[src/shared/pciu_pkg.sv]
// Package for the pin change interrupt unit: register map, field layouts, carriers
package pciu_pkg;

  // ----------------------------------------------------------------
  // Register indices (byte address is four times the index)
  // ----------------------------------------------------------------
  localparam logic [9:0] IDX_ENABLE_CONTROL = 10'h068;
  localparam logic [9:0] IDX_MASK_GROUP0 = 10'h06b;
  localparam logic [9:0] IDX_MASK_GROUP1 = 10'h06c;
  localparam logic [9:0] IDX_MASK_GROUP2 = 10'h06d;
  localparam logic [9:0] IDX_MASK_GROUP3 = 10'h073;
  localparam logic [9:0] IDX_FLAG_STATUS = 10'h074;
  localparam logic [9:0] IDX_STATUS_WORD = 10'h075;

  // ----------------------------------------------------------------
  // Field layout and reset values
  // ----------------------------------------------------------------
  localparam int NUM_GROUPS = 4;
  localparam int GROUP_PINS = 8;
  localparam int GLOBAL_ENABLE_BIT = 7;
  localparam logic [7:0] RESET_MASK = 8'h00;
  localparam logic [3:0] RESET_GROUP_BITS = 4'h0;
  localparam logic [1:0] RESP_OKAY = 2'h0;
  localparam logic [1:0] RESP_SLVERR = 2'h2;

  // ----------------------------------------------------------------
  // Bus carriers
  // ----------------------------------------------------------------
  typedef struct packed {
    logic awvalid;
    logic [11:0] awaddr;
    logic wvalid;
    logic [31:0] wdata;
    logic [3:0] wstrb;
    logic bready;
    logic arvalid;
    logic [11:0] araddr;
    logic rready;
  } pciu_axi_req_type;

  typedef struct packed {
    logic awready;
    logic wready;
    logic bvalid;
    logic [1:0] bresp;
    logic arready;
    logic rvalid;
    logic [31:0] rdata;
    logic [1:0] rresp;
  } pciu_axi_rsp_type;

endpackage

[src/verilog/pciu_top.sv]
// Pin change interrupt unit: 32 pins in four groups behind an AXI4-Lite slave
//
// Chosen here: the AXI4-Lite register port.
`timescale 1ns/100ps

module pciu_top (
  // Clock and reset
  input wire logic i_mclk,
  input wire logic i_reset,
  // Register bus
  input wire pciu_pkg::pciu_axi_req_type i_axi,
  output pciu_pkg::pciu_axi_rsp_type o_axi,
  // Pins and processor side
  input wire logic [31:0] i_change_sense_pins,
  input wire logic [3:0] i_vector_ack,
  output logic [3:0] o_group_vector_req,
  output logic o_irq,
  output logic o_wake
);
  import pciu_pkg::*;

  // ----------------------------------------------------------------
  // State
  // ----------------------------------------------------------------
  typedef struct packed {
    pciu_axi_rsp_type axi;
    logic aw_held;
    logic w_held;
    logic [9:0] wr_index;
    logic [7:0] wr_byte;
    logic wr_lane0;
    logic [3:0][7:0] mask;
    logic [3:0] enable;
    logic global_enable;
    logic [3:0] flags;
    logic [31:0] prev_pins;
    logic [3:0] vector_req;
    logic irq;
    logic wake;
  } pciu_state_type;

  pciu_state_type state;
  pciu_state_type next_state;

  logic [3:0] hit;
  logic [3:0] sw_clear;
  logic wr_fire;
  logic wr_mapped;
  logic [9:0] rd_index;
  logic [7:0] rd_byte;
  logic rd_mapped;
  logic [31:0] changed;
  logic [3:0][7:0] group_changed;
  logic [3:0][7:0] group_armed;
  logic [3:0] group_clear;
  logic [3:0] group_request;
  logic aw_take;
  logic w_take;
  logic b_release;
  logic ar_take;
  logic r_release;
  logic wr_commit;
  logic wr_sel_enable;
  logic [3:0] wr_sel_mask;
  logic wr_sel_flags;
  logic wr_sel_status;

  // ----------------------------------------------------------------
  // Change detection
  // ----------------------------------------------------------------
  // Pins arrive synchronous to the clock, so one previous sample suffices.
  // The change is seen combinationally, so a sleeping core is woken by the
  // registered wake output without any I/O clock gating in between.
  assign changed = i_change_sense_pins ^ state.prev_pins;
  for (genvar g = 0; g < NUM_GROUPS; g++) begin : g_group
    // Only pins whose mask bit is one, in an enabled group, count
    assign group_changed[g] = changed[g*GROUP_PINS +: GROUP_PINS];
    assign group_armed[g] = state.mask[g]
                            & {GROUP_PINS{state.enable[g]}};
    assign hit[g] = |(group_changed[g] & group_armed[g]);
    // Handler entry and a software clear form one clear term per group
    assign group_clear[g] = sw_clear[g] | i_vector_ack[g];
    // The request looks at the registered flag, so it trails it by one edge
    assign group_request[g] = state.flags[g] & state.enable[g]
                              & state.global_enable;
  end

  // ----------------------------------------------------------------
  // Bus handshake events
  // ----------------------------------------------------------------
  // Each channel moves one item where its valid and its ready meet
  always_comb begin
    aw_take = i_axi.awvalid && state.axi.awready;
    w_take = i_axi.wvalid && state.axi.wready;
    b_release = state.axi.bvalid && i_axi.bready;
    ar_take = i_axi.arvalid && state.axi.arready;
    r_release = state.axi.rvalid && i_axi.rready;
    // Both halves held and no answer pending: the write lands now
    wr_fire = state.aw_held && state.w_held && !state.axi.bvalid;
  end

  // ----------------------------------------------------------------
  // Register write decode
  // ----------------------------------------------------------------
  // Selects fire only with lane 0 on, so a write without it is answered
  // OKAY at a mapped index, SLVERR elsewhere, and changes nothing
  always_comb begin
    wr_mapped = 1'b1;
    wr_commit = wr_fire && state.wr_lane0;
    wr_sel_enable = 1'b0;
    wr_sel_mask = 4'h0;
    wr_sel_flags = 1'b0;
    wr_sel_status = 1'b0;
    unique case (state.wr_index)
      IDX_ENABLE_CONTROL: wr_sel_enable = wr_commit;
      IDX_MASK_GROUP0: wr_sel_mask[0] = wr_commit;
      IDX_MASK_GROUP1: wr_sel_mask[1] = wr_commit;
      IDX_MASK_GROUP2: wr_sel_mask[2] = wr_commit;
      IDX_MASK_GROUP3: wr_sel_mask[3] = wr_commit;
      IDX_FLAG_STATUS: wr_sel_flags = wr_commit;
      IDX_STATUS_WORD: wr_sel_status = wr_commit;
      default: wr_mapped = 1'b0;
    endcase
    // Set bits clear their flag; zero bits leave it alone
    sw_clear = wr_sel_flags ? state.wr_byte[3:0] : 4'h0;
  end

  // ----------------------------------------------------------------
  // Register read decode
  // ----------------------------------------------------------------
  always_comb begin
    rd_index = i_axi.araddr[11:2];
    rd_mapped = 1'b1;
    rd_byte = 8'h00;
    unique case (rd_index)
      IDX_ENABLE_CONTROL: rd_byte = {4'h0, state.enable};
      IDX_MASK_GROUP0: rd_byte = state.mask[0];
      IDX_MASK_GROUP1: rd_byte = state.mask[1];
      IDX_MASK_GROUP2: rd_byte = state.mask[2];
      IDX_MASK_GROUP3: rd_byte = state.mask[3];
      IDX_FLAG_STATUS: rd_byte = {4'h0, state.flags};
      IDX_STATUS_WORD: rd_byte = {state.global_enable, 7'h00};
      default: rd_mapped = 1'b0;
    endcase
  end

  // ----------------------------------------------------------------
  // Next state
  // ----------------------------------------------------------------
  always_comb begin
    next_state = state;
    next_state.prev_pins = i_change_sense_pins;

    // Write address and data are taken independently, in either order
    if (aw_take) begin
      next_state.aw_held = 1'b1;
      next_state.wr_index = i_axi.awaddr[11:2];
      next_state.axi.awready = 1'b0;
    end
    if (w_take) begin
      next_state.w_held = 1'b1;
      next_state.wr_byte = i_axi.wdata[7:0];
      next_state.wr_lane0 = i_axi.wstrb[0];
      next_state.axi.wready = 1'b0;
    end
    if (wr_fire) begin
      next_state.aw_held = 1'b0;
      next_state.w_held = 1'b0;
      next_state.axi.bvalid = 1'b1;
      next_state.axi.bresp = wr_mapped ? RESP_OKAY : RESP_SLVERR;
      if (wr_sel_enable) begin
        next_state.enable = state.wr_byte[3:0];
      end
      for (int g = 0; g < NUM_GROUPS; g++) begin
        if (wr_sel_mask[g]) begin
          next_state.mask[g] = state.wr_byte;
        end
      end
      if (wr_sel_status) begin
        next_state.global_enable = state.wr_byte[GLOBAL_ENABLE_BIT];
      end
    end
    if (b_release) begin
      next_state.axi.bvalid = 1'b0;
      next_state.axi.awready = 1'b1;
      next_state.axi.wready = 1'b1;
    end

    // One read at a time: address taken, data answered the next cycle
    if (ar_take) begin
      next_state.axi.arready = 1'b0;
      next_state.axi.rvalid = 1'b1;
      next_state.axi.rdata = {24'h000000, rd_byte};
      next_state.axi.rresp = rd_mapped ? RESP_OKAY : RESP_SLVERR;
    end
    if (r_release) begin
      next_state.axi.rvalid = 1'b0;
      next_state.axi.arready = 1'b1;
    end

    // A new change wins over a clear in the same cycle; repeated changes
    // only keep the single flag set, so one request stays pending
    next_state.flags = (state.flags & ~group_clear) | hit;

    // Requests follow the flags one cycle later, gated by both enables
    next_state.vector_req = group_request;
    next_state.irq = |next_state.vector_req;
    next_state.wake = |hit;
  end

  // ----------------------------------------------------------------
  // Registers
  // ----------------------------------------------------------------
  always_ff @(posedge i_mclk) begin
    if (i_reset) begin
      state <= '0;
      state.mask <= {NUM_GROUPS{RESET_MASK}};
      state.enable <= RESET_GROUP_BITS;
      state.flags <= RESET_GROUP_BITS;
      state.axi.awready <= 1'b1;
      state.axi.wready <= 1'b1;
      state.axi.arready <= 1'b1;
    end else begin
      state <= next_state;
    end
  end

  // ----------------------------------------------------------------
  // Outputs
  // ----------------------------------------------------------------
  assign o_axi = state.axi;
  assign o_group_vector_req = state.vector_req;
  assign o_irq = state.irq;
  assign o_wake = state.wake;

endmodule // pciu_top

[config.mk]
export PLATFORM = sky130hd
export DESIGN_NAME = pciu_top
export DESIGN_NICKNAME = d
export VERILOG_FILES = /design/src/shared/pciu_pkg.sv /design/src/verilog/pciu_top.sv
export SDC_FILE = /design/constraint.sdc
export NUM_CORES = 1
export LEC_CHECK = 0
export ABC_AREA = 1
export BUFFER_PORTS_ARGS = -buffer_cell sky130_fd_sc_hd__buf_4
export CAP_MARGIN = 20
export CORE_MARGIN = 2
export CORE_UTILIZATION = 35
export CTS_CLUSTER_DIAMETER = 60
export DETAILED_ROUTE_END_ITERATION = 8
export GPL_TIMING_DRIVEN = 0
export PLACE_DENSITY = 0.64
export SYNTH_ARGS = -nofsm -noshare
export SYNTH_HDL_FRONTEND = slang
export SYNTH_SLANG_ARGS = --single-unit
[constraint.sdc]
create_clock -name i_mclk -period 1.44 [get_ports i_mclk]
set_clock_uncertainty 0.1 [all_clocks]
set_input_delay 0.288 -clock i_mclk [delete_from_list [all_inputs] [get_ports i_mclk]]
set_output_delay 0.288 -clock i_mclk [all_outputs]
set_load 0.01 [all_outputs]
* After elaboration in Yosys (flattened, before gate mapping)
Index checks and enable logic that the tools add are counted.
Word-level totals: flip-flop bits (word level) 117, latch bits 0, memory bits (writable) 0, memory bits (read-only) 0, bits of input ports 103, output and inout port bits 47, logic and storage cells 101, memories 0
Cells by class: add/subtract/negate cells 0, multipliers 0, divide/modulo/power cells 0, magnitude comparators 0, equal/unequal tests 14, shift operators 0, multiplexer cells 13, bitwise logic cells 24, reduce and logical (&&, ||, !) cells 26
Operator list (number):
- equality test 10 x 7 -> 1 bit, second input constant | 14
- AND 8 bit | 8
- one-hot mux 8 bit (7 select lines) | 1
- OR reduction 32 bit | 1
- OR reduction 8 bit | 4
- bitwise XOR 32 bit | 1
- OR reduction 7 bit | 2
- AND reduction 2 bit | 6
- 2-to-1 mux 1 bit | 9
- AND 1 bit | 8
- logical AND 1 bit | 8
- OR reduction 2 bit | 3
- AND 4 bit | 1
- 2-to-1 mux 2 bit | 2
- 2-to-1 mux 4 bit | 1
- NOT 4 bit | 1
- OR 1 bit | 4
- OR 4 bit | 1
- OR reduction 4 bit | 1
- logical NOT 1 bit | 1

* Logic depth before layout (Yosys ltp)
depth in word-level cells 9, depth in mapped cells 10, gate-level depth less buffers 10

* Least setup slack after synthesis
Ideal clock, no wire load.
path kind reg-to-reg, from register state[92] in the netlist's numbering, to register state[60] in the netlist's numbering, setup time 0.119 ns, arrival 1.172 ns, setup slack 0.048 ns, cell stages (with the launch flop) 8, buffers on the path 1, path through dfxtp_1 > inv_1 > nand2_2 > nor3_4 > nand3_2 > buf_6 > o21ai_0 > a21oi_1
On the way: longest elaborated chain between the ends 3
Ends and longest elaborated chain:
- from (decl) | RTL line pciu_top.sv:42 | pciu_state_type state;
- from (signal assigned) | RTL line pciu_top.sv:224 | state <= next_state;
- equality test 10 x 7 -> 1 bit | RTL line pciu_top.sv:114 | unique case (state.wr_index)
- 2-to-1 mux 1 bit | RTL line pciu_top.sv:114
- AND reduction 2 bit (no source line)
Every way passes these cells. A chain may end at the register's enable or synchronous reset.

* Final worst setup path
from register state[91] in the netlist's numbering, to register state[61] in the netlist's numbering
The elaborated chain is that of the path after synthesis.

==> metrics.csv <==
stage,metric,value,unit
global_route,grt_start_max_net_pins,17,
setup_path,worst_setup_path_start_kind,flop,
route,drt_iter0_markers,298,
setup_path,arrival,1760,ps
placement,place_area,6530,sq um
clocking,root_buffer,clkbuf_16,
floorplanning,core_area,15300,sq um
logic_synthesis,synth.area.mux_share,0,
global_route,grt_use_met2,0.320,
final_layout,final_core_util,0.518,
logic_synthesis,synth_top_family_by_area,simple AND/OR/NAND/NOR gates,
placement,dp_worst_setup_slack,-435,ps
setup_path,worstPathMaxFanout,7,
clocking,clockBufferDepth,2,
logic_synthesis,synth_area_leaders,"dfxtp_1, nor2_1, inv_1",
global_route,first_global_vias,5026,
setup_path,setup.worst_path.end_class,flop,
logic_synthesis,synth_seq_cells,115,
placement,place_congestion,0.946,
timing,fin_ws,-106,ps
final_layout,layout_commonest_cell,buf_4,
global_route,track_usage,0.198,
logic_synthesis,syn_avg_cell_area,7.31,sq um
logic_synthesis,synth-seq-area-share,0.419,
global_route,antenna_found_initial,0,
floorplanning,ios,150,
clocking,cts_tree,yes,
logic_synthesis,synth_top_area_frac,0.419,
timing,relSlewSlack,0.635,
final_layout,area_delta_synth_final,44.1,%
clocking,cts_htree_levels,4,
timing,period_needed,1550,ps
floorplanning,placementRows,45,
floorplanning,start_util,0.360,
status,failed_checks,setup timing,
global_route,grt_pass1_wl,25300,microns
placement,dp_cells,1078,
route,via_per_inst,4.57,
placement,port_buffers,91,
route,ant_nets,0,
final_layout,instances_no_fill,1161,
power,leakage,3.72,nW
global_route,top_usage_layer,met2,
power,ir_drop,795,uV
floorplanning,die_y,129,microns
timing,max_slew.worst_pin.slew,547,ps
timing,drv_slew,0,
final_layout,most-common-layout-cells,"buf_4, dfxtp_1, nor2_1",
timing,max_freq,647,MHz
clocking,numCtsBuffers,17,
final_layout,antenna_cells,0,
global_route,use_met3,0.0495,
clocking,clkLatencyLatePin,420,ps
route,wl_per_cell,14.0,microns
clocking,cts.sinks,115,
job,max-cap-violations,0,
logic_synthesis,yosys_warnings,0,
route,drc,0,
timing,min_period_over_period,1.07,
logic_synthesis,synth-xor-area-share,0.0431,
route,dr.pass1.iters,5,
logic_synthesis,mappedNetlistArea,5490,sq um
timing,finalSetupViolCount,29,
final_layout,fin_nets,1040,
route,drt-total-wl,16200,microns
logic_synthesis,synth_compound_area_frac,0.132,
setup_path,worst_ep_required_time,1650,ps
global_route,grtUsageMet1,0.262,
route,vias,5305,
logic_synthesis,ys_types,37,
setup_path,path_class,flop to flop,
logic_synthesis,synthAdderAreaFrac,0,
logic_synthesis,synthCells,751,
final_layout,drive_above_1_share,0.303,
status,status,"finished, violations left",
timing,whs,6.75,ps
timing,rsz0062_at_grt,true,
power,powerDensity,1110,nW/um^2
logic_synthesis,yosys.area.top_type,dfxtp_1,
timing,report.final.hold_viol_count,0,
placement,dp_hpwl,11600,microns
clocking,clkSlewWorstSetupHoldPaths,60,ps
final_layout,stdcell_area,7910,sq um
floorplanning,die_w,129,microns
global_route,gr-total-overflow,0,
logic_synthesis,synth_simple_gate_area_share,0.253,
floorplanning,die-area,16700,sq um
min_path,hold_path.class,primary input to flop,
-- what timing repair did --
action,4_1_cts,5_1_grt
gates cloned,3,1
setup endpoints to repair,50,59
hold buffers,31,0
gates resized for setup,51,60
endpoints found under the hold margin,31,0
buffers inserted,7,12
pin swaps,10,22
-- final timing paths --
path | from | end | slack [ps] | cells after the start
max | state[91]$_SDFFE_PP0P_ | state[61]$_SDFFE_PP0P_ | -110 | 6
min | i_change_sense_pins[5] | state[11]$_SDFF_PP0_ | 7 | 3
max reg2reg | state[91]$_SDFFE_PP0P_ | state[61]$_SDFFE_PP0P_ | -110 | 6
min reg2reg | o_axi[35]$_SDFFE_PP1P_ | o_axi[35]$_SDFFE_PP1P_ | 360 | 2
-- cell families after synthesis --
kind of cell           count (synthesis)
AND/OR/NAND/NOR                      302
AO/OA/AOI/OAI                        138
buffers and inverters                168
flip-flops                           115
XOR/XNOR                              27
other                                  1
-- worst max-delay path, cell delays in order, from the launching register on --
cell and delay [ps]:
dfxtp_2 380, nand2_2 110, nor3_4 330, nand3_4 180, buf_6 180, o21ai_2 100, a21oi_1 50
-- report_power, final --
part / switching [mW] / total [mW] / internal, mW / leakage, nW
sequential: 0.100 / 3.40 / 3.30 / 0.946
combinational: 0.451 / 0.880 / 0.429 / 2.49
clock: 1.53 / 4.50 / 2.97 / 0.289
total: 2.08 / 8.78 / 6.70 / 3.72
-- area by class of cell --
type                            count  area [sq um]
Clock buffer                       19           453
Buffer                             68           473
Tap cell                          211           264
Sequential cell                   115          2320
Inverter                           97           367
Fill cell                        1482          7350
Timing Repair Buffer              144          1190
Multi-Input combinational cell    494          2660
Clock inverter                     13           183
-- synthesized netlist by cell type --
cell      instances
a21oi_1          55
conb_1            1
xor2_1           23
a21boi_0          1
o21ai_1           3
inv_2             1
inv_1            96
a21oi_2           2
buf_1             6
nand3_1          58
dfxtp_1         115
clkbuf_2          1
buf_8             1
buf_2             5
nand2_4           1
nor2_4            4
nor2_8            1
xnor2_1           4
a41oi_1           1
o21a_1            1
nor2_1          110
buf_6             1
o21ai_2           2
nand4_1          19
nand2_1          95
o21ai_0          68
nor3_4            2
nand4_2           1
nand3_4           1
or2_2             4
nor2_2            2
clkbuf_1         10
a31oi_1           4
a211oi_1          1
buf_4            47
nand3_2           3
nand2_2           1
-- metal layers --
metal / routed length, microns / part of all wire / vias to the layer above
met5: 0 / 0 / -
met4: 339 / 0.021 / 0
li1: - / - / 2720
met3: 932 / 0.057 / 26
met1: 7420 / 0.46 / 2403
met2: 7540 / 0.46 / 156
-- state kept, by name, summed over array words and instances (netlist names) --
signal	count
o_irq	1
o_wake	1
o_axi	15
o_group_vector_req	4
state	94
-- stage by stage --
step	setup TNS (ps)	power [mW]
6_report	-1640	8.78
2_1_floorplan	0	3.88
3_3_place_gp	-10850	4.20
5_1_grt	-4760	9.11
3_5_place_dp	-11390	4.21
4_1_cts	-1970	8.80
Power figures use the tool's default switching activity.
